--- src/fifo_read_port_regs.vh ---
// Constants for the 256 x 9 FIFO: depth, widths, register map, reset values.
// Included by the FIFO top module; holds definitions only.
`ifndef FIFO_READ_PORT_REGS_VH
`define FIFO_READ_PORT_REGS_VH

`define FIFO_DATA_W          9
`define FIFO_ADDR_W          8
`define FIFO_CNT_W           9
`define FIFO_DEPTH           9'h100

`define REG_STATUS_ADDR      4'h0
`define REG_EMPTY_OFF_ADDR   4'h4
`define REG_FULL_OFF_ADDR    4'h8
`define REG_IRQ_STATUS_ADDR  4'hC
`define REG_IRQ_MASK_ADDR    5'h10

`define OFFSET_RESET         8'h07
`define IRQ_MASK_RESET       4'h0

`define STAT_CNT_LSB         0
`define STAT_EMPTY_BIT       12
`define STAT_AEMPTY_BIT      13
`define STAT_AFULL_BIT       14
`define STAT_FULL_BIT        15
`define STAT_MODE_BIT        16

`define IRQ_EMPTY_BIT        0
`define IRQ_AEMPTY_BIT       1
`define IRQ_AFULL_BIT        2
`define IRQ_FULL_BIT         3

`define AXI_RESP_OKAY        2'h0
`define AXI_RESP_SLVERR      2'h2

`endif
--- src/fifo_read_port.v ---
// 256 x 9 FIFO with active-low status flags, strap-selected write enable mode,
// AXI4-Lite registers for the almost offsets, status and interrupts.
// Assumes write and read ports share i_clk; all pins but the async i_rst_n synchronous to it.
//
// Overview of operation
// - Each popped word is presented on a nine-bit data output bus.
// - Both read enables low at a clock edge pops and outputs the next word.
// - While empty flag is low, read requests leave pointer and output unchanged.
// - Output enable registered to the enable output; data bus is never high impedance.
// - Empty flag low when no words are stored, updated on the read clock.
// - Almost-empty low when count at or below empty offset; offset resets to seven.
// - Almost-full low when free space at or below full offset; resets to seven.
// - Full flag low when every location is used; further writes are blocked.
// - Clear returns pointers to start, full flags high, empty flags low.
// - Shared pin sampled at clear: high gives dual enables, low offset load mode.
`timescale 1ns/1ps
`include "fifo_read_port_regs.vh"

module fifo_read_port (
    input  wire                    i_clk,
    input  wire                    i_rst_n,
    input  wire                    i_clk_en,
    input  wire                    i_clear_n,
    input  wire [8:0]              i_push_data_in,
    input  wire                    i_push_enable_a_n,
    input  wire                    i_push_enable_b_or_offset_load,
    input  wire                    i_pop_enable_a_n,
    input  wire                    i_pop_enable_b_n,
    input  wire                    i_output_enable_n,
    output reg  [8:0]              o_pop_data_out,
    output reg                     o_pop_data_out_en_n,
    output reg                     o_empty_n,
    output reg                     o_almost_empty_n,
    output reg                     o_almost_full_n,
    output reg                     o_full_n,
    output reg                     o_irq,
    input  wire [4:0]              i_s_axi_awaddr,
    input  wire                    i_s_axi_awvalid,
    output reg                     o_s_axi_awready,
    input  wire [31:0]             i_s_axi_wdata,
    input  wire [3:0]              i_s_axi_wstrb,
    input  wire                    i_s_axi_wvalid,
    output reg                     o_s_axi_wready,
    output reg  [1:0]              o_s_axi_bresp,
    output reg                     o_s_axi_bvalid,
    input  wire                    i_s_axi_bready,
    input  wire [4:0]              i_s_axi_araddr,
    input  wire                    i_s_axi_arvalid,
    output reg                     o_s_axi_arready,
    output reg  [31:0]             o_s_axi_rdata,
    output reg  [1:0]              o_s_axi_rresp,
    output reg                     o_s_axi_rvalid,
    input  wire                    i_s_axi_rready
);

    reg [`FIFO_DATA_W-1:0] mem [0:`FIFO_DEPTH-1];

    reg [`FIFO_ADDR_W-1:0] wr_ptr_q;
    reg [`FIFO_ADDR_W-1:0] rd_ptr_q;
    reg [`FIFO_CNT_W-1:0]  cnt_q;
    reg [`FIFO_CNT_W-1:0]  cnt_d;
    reg                    dual_mode_q;
    reg                    strap_pending_q;
    reg [7:0]              empty_off_q;
    reg [7:0]              full_off_q;
    reg [3:0]              irq_status_q;
    reg [3:0]              irq_mask_q;

    reg                    aw_held_q;
    reg [4:0]              aw_addr_q;
    reg                    w_held_q;
    reg [31:0]             w_data_q;
    reg [3:0]              w_strb_q;

    wire                   push_req;
    wire                   push_ok;
    wire                   pop_ok;
    wire                   next_empty_n;
    wire                   next_aempty_n;
    wire                   next_afull_n;
    wire                   next_full_n;
    wire [`FIFO_CNT_W-1:0] free_d;
    wire [3:0]             irq_event;
    wire                   wr_fire;
    wire                   rd_fire;
    wire                   clr_irq_rd;
    wire                   off_wr_empty;
    wire                   off_wr_full;
    reg  [31:0]            rd_mux;
    reg                    rd_hit;

    // In offset load mode the shared pin is not a write enable
    assign push_req = !i_push_enable_a_n &&
                      (!dual_mode_q || i_push_enable_b_or_offset_load);
    assign push_ok  = i_clear_n && !strap_pending_q && push_req && o_full_n;
    assign pop_ok   = i_clear_n && !i_pop_enable_a_n && !i_pop_enable_b_n
                      && o_empty_n;

    // One clock, so a single count register serves both sides
    always @*
    begin
        cnt_d = cnt_q;
        if (push_ok && !pop_ok)
            cnt_d = cnt_q + 9'h001;
        else if (pop_ok && !push_ok)
            cnt_d = cnt_q - 9'h001;
    end

    assign free_d        = `FIFO_DEPTH - cnt_d;
    assign next_empty_n  = (cnt_d != 9'h000);
    assign next_aempty_n = (cnt_d > {1'b0, empty_off_q});
    assign next_afull_n  = (free_d > {1'b0, full_off_q});
    assign next_full_n   = (cnt_d != `FIFO_DEPTH);

    // Events fire on the edge where a flag enters its active-low state
    assign irq_event = {o_full_n & ~next_full_n,
                        o_almost_full_n & ~next_afull_n,
                        o_almost_empty_n & ~next_aempty_n,
                        o_empty_n & ~next_empty_n};

    // Stored words survive a clear; the pointers, count, flags and offsets restart
    always @(posedge i_clk)
    begin
        if (i_clk_en && push_ok)
            mem[wr_ptr_q] <= i_push_data_in;
    end

    always @(posedge i_clk or negedge i_rst_n)
    begin
        if (!i_rst_n)
        begin
            wr_ptr_q         <= 8'h00;
            rd_ptr_q         <= 8'h00;
            cnt_q            <= 9'h000;
            o_pop_data_out   <= 9'h000;
            o_empty_n        <= 1'b0;
            o_almost_empty_n <= 1'b0;
            o_almost_full_n  <= 1'b1;
            o_full_n         <= 1'b1;
            dual_mode_q      <= 1'b0;
            strap_pending_q  <= 1'b1;
        end
        else if (i_clk_en)
        begin
            if (!i_clear_n || strap_pending_q)
            begin
                // Strap is captured by the clock, never by the async reset
                // Flags are forced directly so that a clear raises no event
                dual_mode_q      <= i_push_enable_b_or_offset_load;
                strap_pending_q  <= 1'b0;
                wr_ptr_q         <= 8'h00;
                rd_ptr_q         <= 8'h00;
                cnt_q            <= 9'h000;
                o_empty_n        <= 1'b0;
                o_almost_empty_n <= 1'b0;
                o_almost_full_n  <= 1'b1;
                o_full_n         <= 1'b1;
            end
            else
            begin
                if (push_ok)
                    wr_ptr_q <= wr_ptr_q + 8'h01;
                if (pop_ok)
                begin
                    o_pop_data_out <= mem[rd_ptr_q];
                    rd_ptr_q       <= rd_ptr_q + 8'h01;
                end
                cnt_q            <= cnt_d;
                o_empty_n        <= next_empty_n;
                o_almost_empty_n <= next_aempty_n;
                o_almost_full_n  <= next_afull_n;
                o_full_n         <= next_full_n;
            end
        end
    end

    // Enable is registered so the output pin pair comes from flip-flops
    always @(posedge i_clk or negedge i_rst_n)
    begin
        if (!i_rst_n)
            o_pop_data_out_en_n <= 1'b1;
        else if (i_clk_en)
            o_pop_data_out_en_n <= i_output_enable_n;
    end

    // AXI4-Lite write side: address and data held separately, either order
    assign wr_fire = aw_held_q && w_held_q && !o_s_axi_bvalid;

    always @(posedge i_clk or negedge i_rst_n)
    begin
        if (!i_rst_n)
        begin
            aw_held_q       <= 1'b0;
            aw_addr_q       <= 5'h00;
            w_held_q        <= 1'b0;
            w_data_q        <= 32'h00000000;
            w_strb_q        <= 4'h0;
            o_s_axi_awready <= 1'b0;
            o_s_axi_wready  <= 1'b0;
            o_s_axi_bvalid  <= 1'b0;
            o_s_axi_bresp   <= `AXI_RESP_OKAY;
            irq_mask_q      <= `IRQ_MASK_RESET;
        end
        else if (i_clk_en)
        begin
            o_s_axi_awready <= !aw_held_q && !o_s_axi_awready;
            o_s_axi_wready  <= !w_held_q && !o_s_axi_wready;
            if (o_s_axi_awready && i_s_axi_awvalid)
            begin
                aw_held_q <= 1'b1;
                aw_addr_q <= i_s_axi_awaddr;
            end
            if (o_s_axi_wready && i_s_axi_wvalid)
            begin
                w_held_q <= 1'b1;
                w_data_q <= i_s_axi_wdata;
                w_strb_q <= i_s_axi_wstrb;
            end
            if (o_s_axi_bvalid && i_s_axi_bready)
                o_s_axi_bvalid <= 1'b0;
            if (wr_fire)
            begin
                aw_held_q      <= 1'b0;
                w_held_q       <= 1'b0;
                o_s_axi_bvalid <= 1'b1;
                o_s_axi_bresp  <= `AXI_RESP_OKAY;
                case (aw_addr_q)
                    {1'b0, `REG_EMPTY_OFF_ADDR}, {1'b0, `REG_FULL_OFF_ADDR}:
                        o_s_axi_bresp <= `AXI_RESP_OKAY;
                    `REG_IRQ_MASK_ADDR:
                        if (w_strb_q[0])
                            irq_mask_q <= w_data_q[3:0];
                    {1'b0, `REG_STATUS_ADDR}, {1'b0, `REG_IRQ_STATUS_ADDR}:
                        o_s_axi_bresp <= `AXI_RESP_OKAY;
                    default:
                        o_s_axi_bresp <= `AXI_RESP_SLVERR;
                endcase
            end
        end
    end

    // Offsets are kept apart from the bus logic so that a FIFO clear
    // reloads them; the clear wins over a bus write in the same cycle
    assign off_wr_empty = wr_fire && w_strb_q[0] &&
                          (aw_addr_q == {1'b0, `REG_EMPTY_OFF_ADDR});
    assign off_wr_full  = wr_fire && w_strb_q[0] &&
                          (aw_addr_q == {1'b0, `REG_FULL_OFF_ADDR});

    always @(posedge i_clk or negedge i_rst_n)
    begin
        if (!i_rst_n)
        begin
            empty_off_q <= `OFFSET_RESET;
            full_off_q  <= `OFFSET_RESET;
        end
        else if (i_clk_en)
        begin
            if (!i_clear_n)
            begin
                empty_off_q <= `OFFSET_RESET;
                full_off_q  <= `OFFSET_RESET;
            end
            else
            begin
                if (off_wr_empty)
                    empty_off_q <= w_data_q[7:0];
                if (off_wr_full)
                    full_off_q <= w_data_q[7:0];
            end
        end
    end

    // AXI4-Lite read side
    // Read data is a snapshot taken at the address handshake
    assign rd_fire    = o_s_axi_arready && i_s_axi_arvalid;
    assign clr_irq_rd = rd_fire && (i_s_axi_araddr == {1'b0, `REG_IRQ_STATUS_ADDR});

    always @*
    begin
        rd_mux = 32'h00000000;
        rd_hit = 1'b1;
        case (i_s_axi_araddr)
            {1'b0, `REG_STATUS_ADDR}:
            begin
                rd_mux[`STAT_CNT_LSB +: `FIFO_CNT_W] = cnt_q;
                rd_mux[`STAT_EMPTY_BIT]  = o_empty_n;
                rd_mux[`STAT_AEMPTY_BIT] = o_almost_empty_n;
                rd_mux[`STAT_AFULL_BIT]  = o_almost_full_n;
                rd_mux[`STAT_FULL_BIT]   = o_full_n;
                rd_mux[`STAT_MODE_BIT]   = dual_mode_q;
            end
            {1'b0, `REG_EMPTY_OFF_ADDR}:  rd_mux[7:0] = empty_off_q;
            {1'b0, `REG_FULL_OFF_ADDR}:   rd_mux[7:0] = full_off_q;
            {1'b0, `REG_IRQ_STATUS_ADDR}: rd_mux[3:0] = irq_status_q;
            `REG_IRQ_MASK_ADDR:           rd_mux[3:0] = irq_mask_q;
            default:                      rd_hit = 1'b0;
        endcase
    end

    always @(posedge i_clk or negedge i_rst_n)
    begin
        if (!i_rst_n)
        begin
            o_s_axi_arready <= 1'b0;
            o_s_axi_rvalid  <= 1'b0;
            o_s_axi_rdata   <= 32'h00000000;
            o_s_axi_rresp   <= `AXI_RESP_OKAY;
        end
        else if (i_clk_en)
        begin
            o_s_axi_arready <= !o_s_axi_rvalid && !o_s_axi_arready;
            if (rd_fire)
            begin
                o_s_axi_arready <= 1'b0;
                o_s_axi_rvalid  <= 1'b1;
                o_s_axi_rdata   <= rd_mux;
                o_s_axi_rresp   <= rd_hit ? `AXI_RESP_OKAY : `AXI_RESP_SLVERR;
            end
            else if (o_s_axi_rvalid && i_s_axi_rready)
                o_s_axi_rvalid <= 1'b0;
        end
    end

    // Read clears the sticky bits, but an event in the same cycle survives
    always @(posedge i_clk or negedge i_rst_n)
    begin
        if (!i_rst_n)
        begin
            irq_status_q <= 4'h0;
            o_irq        <= 1'b0;
        end
        else if (i_clk_en)
        begin
            irq_status_q <= (clr_irq_rd ? 4'h0 : irq_status_q) |
                            ((i_clear_n && !strap_pending_q) ? irq_event : 4'h0);
            o_irq        <= |(irq_status_q & irq_mask_q);
        end
    end

endmodule // fifo_read_port

--- config.mk ---
export PLATFORM = sky130hd
export DESIGN_NAME = fifo_read_port
export DESIGN_NICKNAME = d
export VERILOG_FILES = /design/src/fifo_read_port.v
export VERILOG_INCLUDE_DIRS = /design/src /design/src/src
export SDC_FILE = /design/constraint.sdc
export NUM_CORES = 2
export LEC_CHECK = 0
export BUFFER_PORTS_ARGS = -buffer_cell sky130_fd_sc_hd__buf_2
export CORE_MARGIN = 8
export CORE_UTILIZATION = 30
export DETAILED_ROUTE_END_ITERATION = 6
export PLACE_DENSITY = 0.46
export SKIP_LAST_GASP = 1
export SLEW_MARGIN = 15
export SYNTH_ARGS = -nofsm -noshare
export SYNTH_HDL_FRONTEND = slang
export SYNTH_SLANG_ARGS = --single-unit
export TNS_END_PERCENT = 100
--- constraint.sdc ---
create_clock -name i_clk -period 4 [get_ports i_clk]
set_clock_uncertainty 0.15 [all_clocks]
set_input_delay 0.2 -clock i_clk [delete_from_list [all_inputs] [get_ports i_clk]]
set_output_delay 0.2 -clock i_clk [all_outputs]
set_load 0.02 [all_outputs]
==> reports/qor.txt <==
max_cap viols = 0
Syn-to-layout area delta = 18.85%
Via density = 5.159
relative slew slack = 23.08%
post-CTS setup buffers = 0
number of global-route vias before repair = 51568
Pwr Total = 54.73 mW
startpoint types = flip-flop
number of setup violations in the final report = 0
DRT Pass-1 Iters = 6
Die Footprint = 335400 um2
register bit total from synthesis = 2407
Setup CP Type = reg -> reg
Syn Inst Count = 4930
Final Max Slew Viols = 0
post-route ant nets = 0
setup TNS = 0 ns
H-tree depth = 5
Synth cell types = 74
final hold vios = 0
root buffer cell = clkbuf_16
Initial Utilization = 30.18%
WP data arrival = 4.43 ns
layout cells sized above 1 = 25.86%
leakage = 35.43 nW
final worst path period share = 96.47%
Critical Path End Type = flip-flop
CTS Sinks = 2407
Synth Cell Area = 95130 um2
EDFF count, synth = 2304
die height = 579.1 um
initial antenna violation count = 16
die width = 579.1 um
setup slack at placement = 0.1926 ns
min Tclk post-route = 3.859 ns
Core Box Area = 315200 um2
Post-Syn Area per Cell = 19.30 um2
Power Density = 484.1 nW/um2
post-synthesis sequential area ratio = 75.45%
CTS tree = yes
PortBufs = 77
status = complete, no violations
remaining global-route overflow = 0
initial DRC count = 5442
fin util = 35.87%
gr usage total = 17.00%
Fmax = 259.1 MHz
hold slack = 0.05035 ns
hold wc startpoint = i_s_axi_wdata[3]
Post-synth top flop = edfxtp_1
worst flop-to-flop path startpoint = rd_ptr_q[5]
worst skew pair latency = 0.85 ns
maximum fanout along the worst path = 9
asr flop ratio synth = 4.279%
Site Rows = 206
Longest Clk Path Bufs = 4
Ports = 125
largest net degree at the start of global routing = 122
DR WL/cell = 29.20 um
fillers = 29328
multi-input logic area = 21530 um2
min-delay worst type = in -> reg
Placer Congestion = 0.8232
most common cell after layout, fill and taps aside = edfxtp_1
Ys Warns = 0
Max VDD drop = 0.3011 mV
slew of the pin with the lowest slew margin = 1.151 ns
beginning of the critical path = rd_ptr_q[5]
worst endpoint required time = 4.57 ns
R2R Setup Slk = 0.14 ns
top library cells by usage in the layout, fill and taps aside = 2304 x edfxtp_1, 526 x buf_4, 415 x mux4_2
CTS clk-pin slew, worst paths = 0.06 ns
DP Wirelength = 187300 um
via count = 51556
routed wire length = 291800 um
RSZ-0062 raised after global routing = false
Final WS setup = 0.1411 ns
Residual DRC = 0
Num CTS Buffers = 274
Final #Nets = 5723
FF/Latch Area = 71790 um2
first-pass GRT wire length = 409300 um
metal layers:
metal  global-route usage [%]  share of wire, %  up-vias
met5                        0            0.0045        -
li1                         -                 -    21732
met2                    27.59                47     1720
met3                    2.692               6.1      375
met1                    23.83                44    27727
met4                    4.461               2.7        2
Yosys cell counts (8+ instances only):
library cell / n / area [um2]
dfrtp_1: 93 / 2327
o31ai_1: 13 / 97.59
nor3_1: 70 / 350.3
a22o_1: 20 / 175.2
a22oi_1: 35 / 262.8
or2_2: 9 / 56.30
buf_4: 50 / 375.4
mux2_2: 26 / 292.8
o221ai_1: 158 / 1384
nand2_1: 125 / 469.2
clkbuf_1: 158 / 593.1
a221oi_1: 9 / 78.83
nor4_1: 12 / 75.07
nand3_1: 44 / 220.2
inv_1: 31 / 116.4
a31oi_1: 16 / 100.1
edfxtp_1: 2304 / 69190
buf_1: 18 / 67.56
nand2b_1: 10 / 62.56
nor2_1: 333 / 1250
a211oi_1: 11 / 82.58
a21oi_1: 114 / 570.6
mux2i_1: 365 / 3654
buf_2: 34 / 170.2
o22ai_1: 99 / 619.3
dfstp_2: 10 / 262.8
o21ai_0: 88 / 440.4
ha_1: 25 / 312.8
mux4_2: 415 / 9346
nor2b_1: 15 / 93.84
buf_6: 56 / 630.6
nand4_1: 12 / 75.07
or3_1: 13 / 81.33
xor2_1: 8 / 70.07
and2_1: 10 / 62.56
xnor2_1: 9 / 78.83
and3_1: 10 / 62.56
per-stage QoR:
stage	instances	instance area, um2
2_1_floorplan	4949	95200
3_3_place_gp	9446	104100
3_5_place_dp	9446	104100
4_1_cts	9987	113000
5_1_grt	9988	113000
6_report	9993	113100
worst paths after layout:
check	to	cells past startpoint
max in group asynchronous	full_off_q[0]	4
hold / removal	w_data_q[3]	3
min in group asynchronous	o_almost_full_n	3
setup / recovery	o_pop_data_out[2]	10
setup reg to reg	o_pop_data_out[2]	10
hold reg to reg	o_s_axi_rresp[1]	2
where the power goes:
part           leakage (nW)  total, mW  switching, mW  internal [mW]
Combinational          9.41       3.21           1.91           1.30
Clock                  4.01       23.3           10.0           13.3
Sequential             22.0       28.2          0.308           27.9
Total                  35.4       54.7           12.3           42.5
area by class of cell:
cell class                 instances  area share [%]
inverter                          32          0.1129
antenna                            6         0.01328
multi-input combinational       2190           19.04
clock inverter                   129          0.8721
timing repair buffer             724           5.491
sequential                      2407           63.50
clock buffer                     345           6.365
tap                             4160           4.604
timing repair:
| action | CTS | global route |
|---|---|---|
| hold buffers | 67 | 0 |
| hold endpoints to repair | 1156 | 0 |
| endpoints found under the setup margin | 0 | 2 |
| gates resized for setup | 0 | 3 |
sequential cells by signal, summed over array words and instances (netlist names), 4 cells and up:
register / flops
mem: 2304
o_s_axi_rdata: 14
cnt_q: 9
o_pop_data_out: 9
empty_off_q: 8
full_off_q: 8
rd_ptr_q: 8
w_data_q: 8
wr_ptr_q: 8
aw_addr_q: 5
irq_mask_q: 4
irq_status_q: 4
kinds of logic (layout without fill, tap and decap cells):
| kind of cell | after synthesis | count (layout) | share of synthesized area (%) |
|---|---|---|---|
| buf+inv | 352 | 1230 | 2.118 |
| mux | 811 | 811 | 14.11 |
| fa+ha+maj | 25 | 25 | 0.3288 |
| compound gates | 640 | 640 | 4.696 |
| xor+xnor | 17 | 17 | 0.1565 |
| other cells | 1 | 26 | 0.003942 |
| simple gates | 677 | 677 | 3.133 |
| flops | 2407 | 2407 | 75.45 |
worst max-delay path: stages (launching register included):
cell and delay, ns:
dfrtp_1 0.61, buf_4 0.33, nor3b_1 0.95, o221ai_1 0.45
o22ai_1 0.27, nor3_1 0.07, buf_4 0.15, or2_2 0.31
o2111ai_1 0.10, a221oi_1 0.12, a31o_2 0.22
Note: power is estimated with default switching activity, not from simulation.
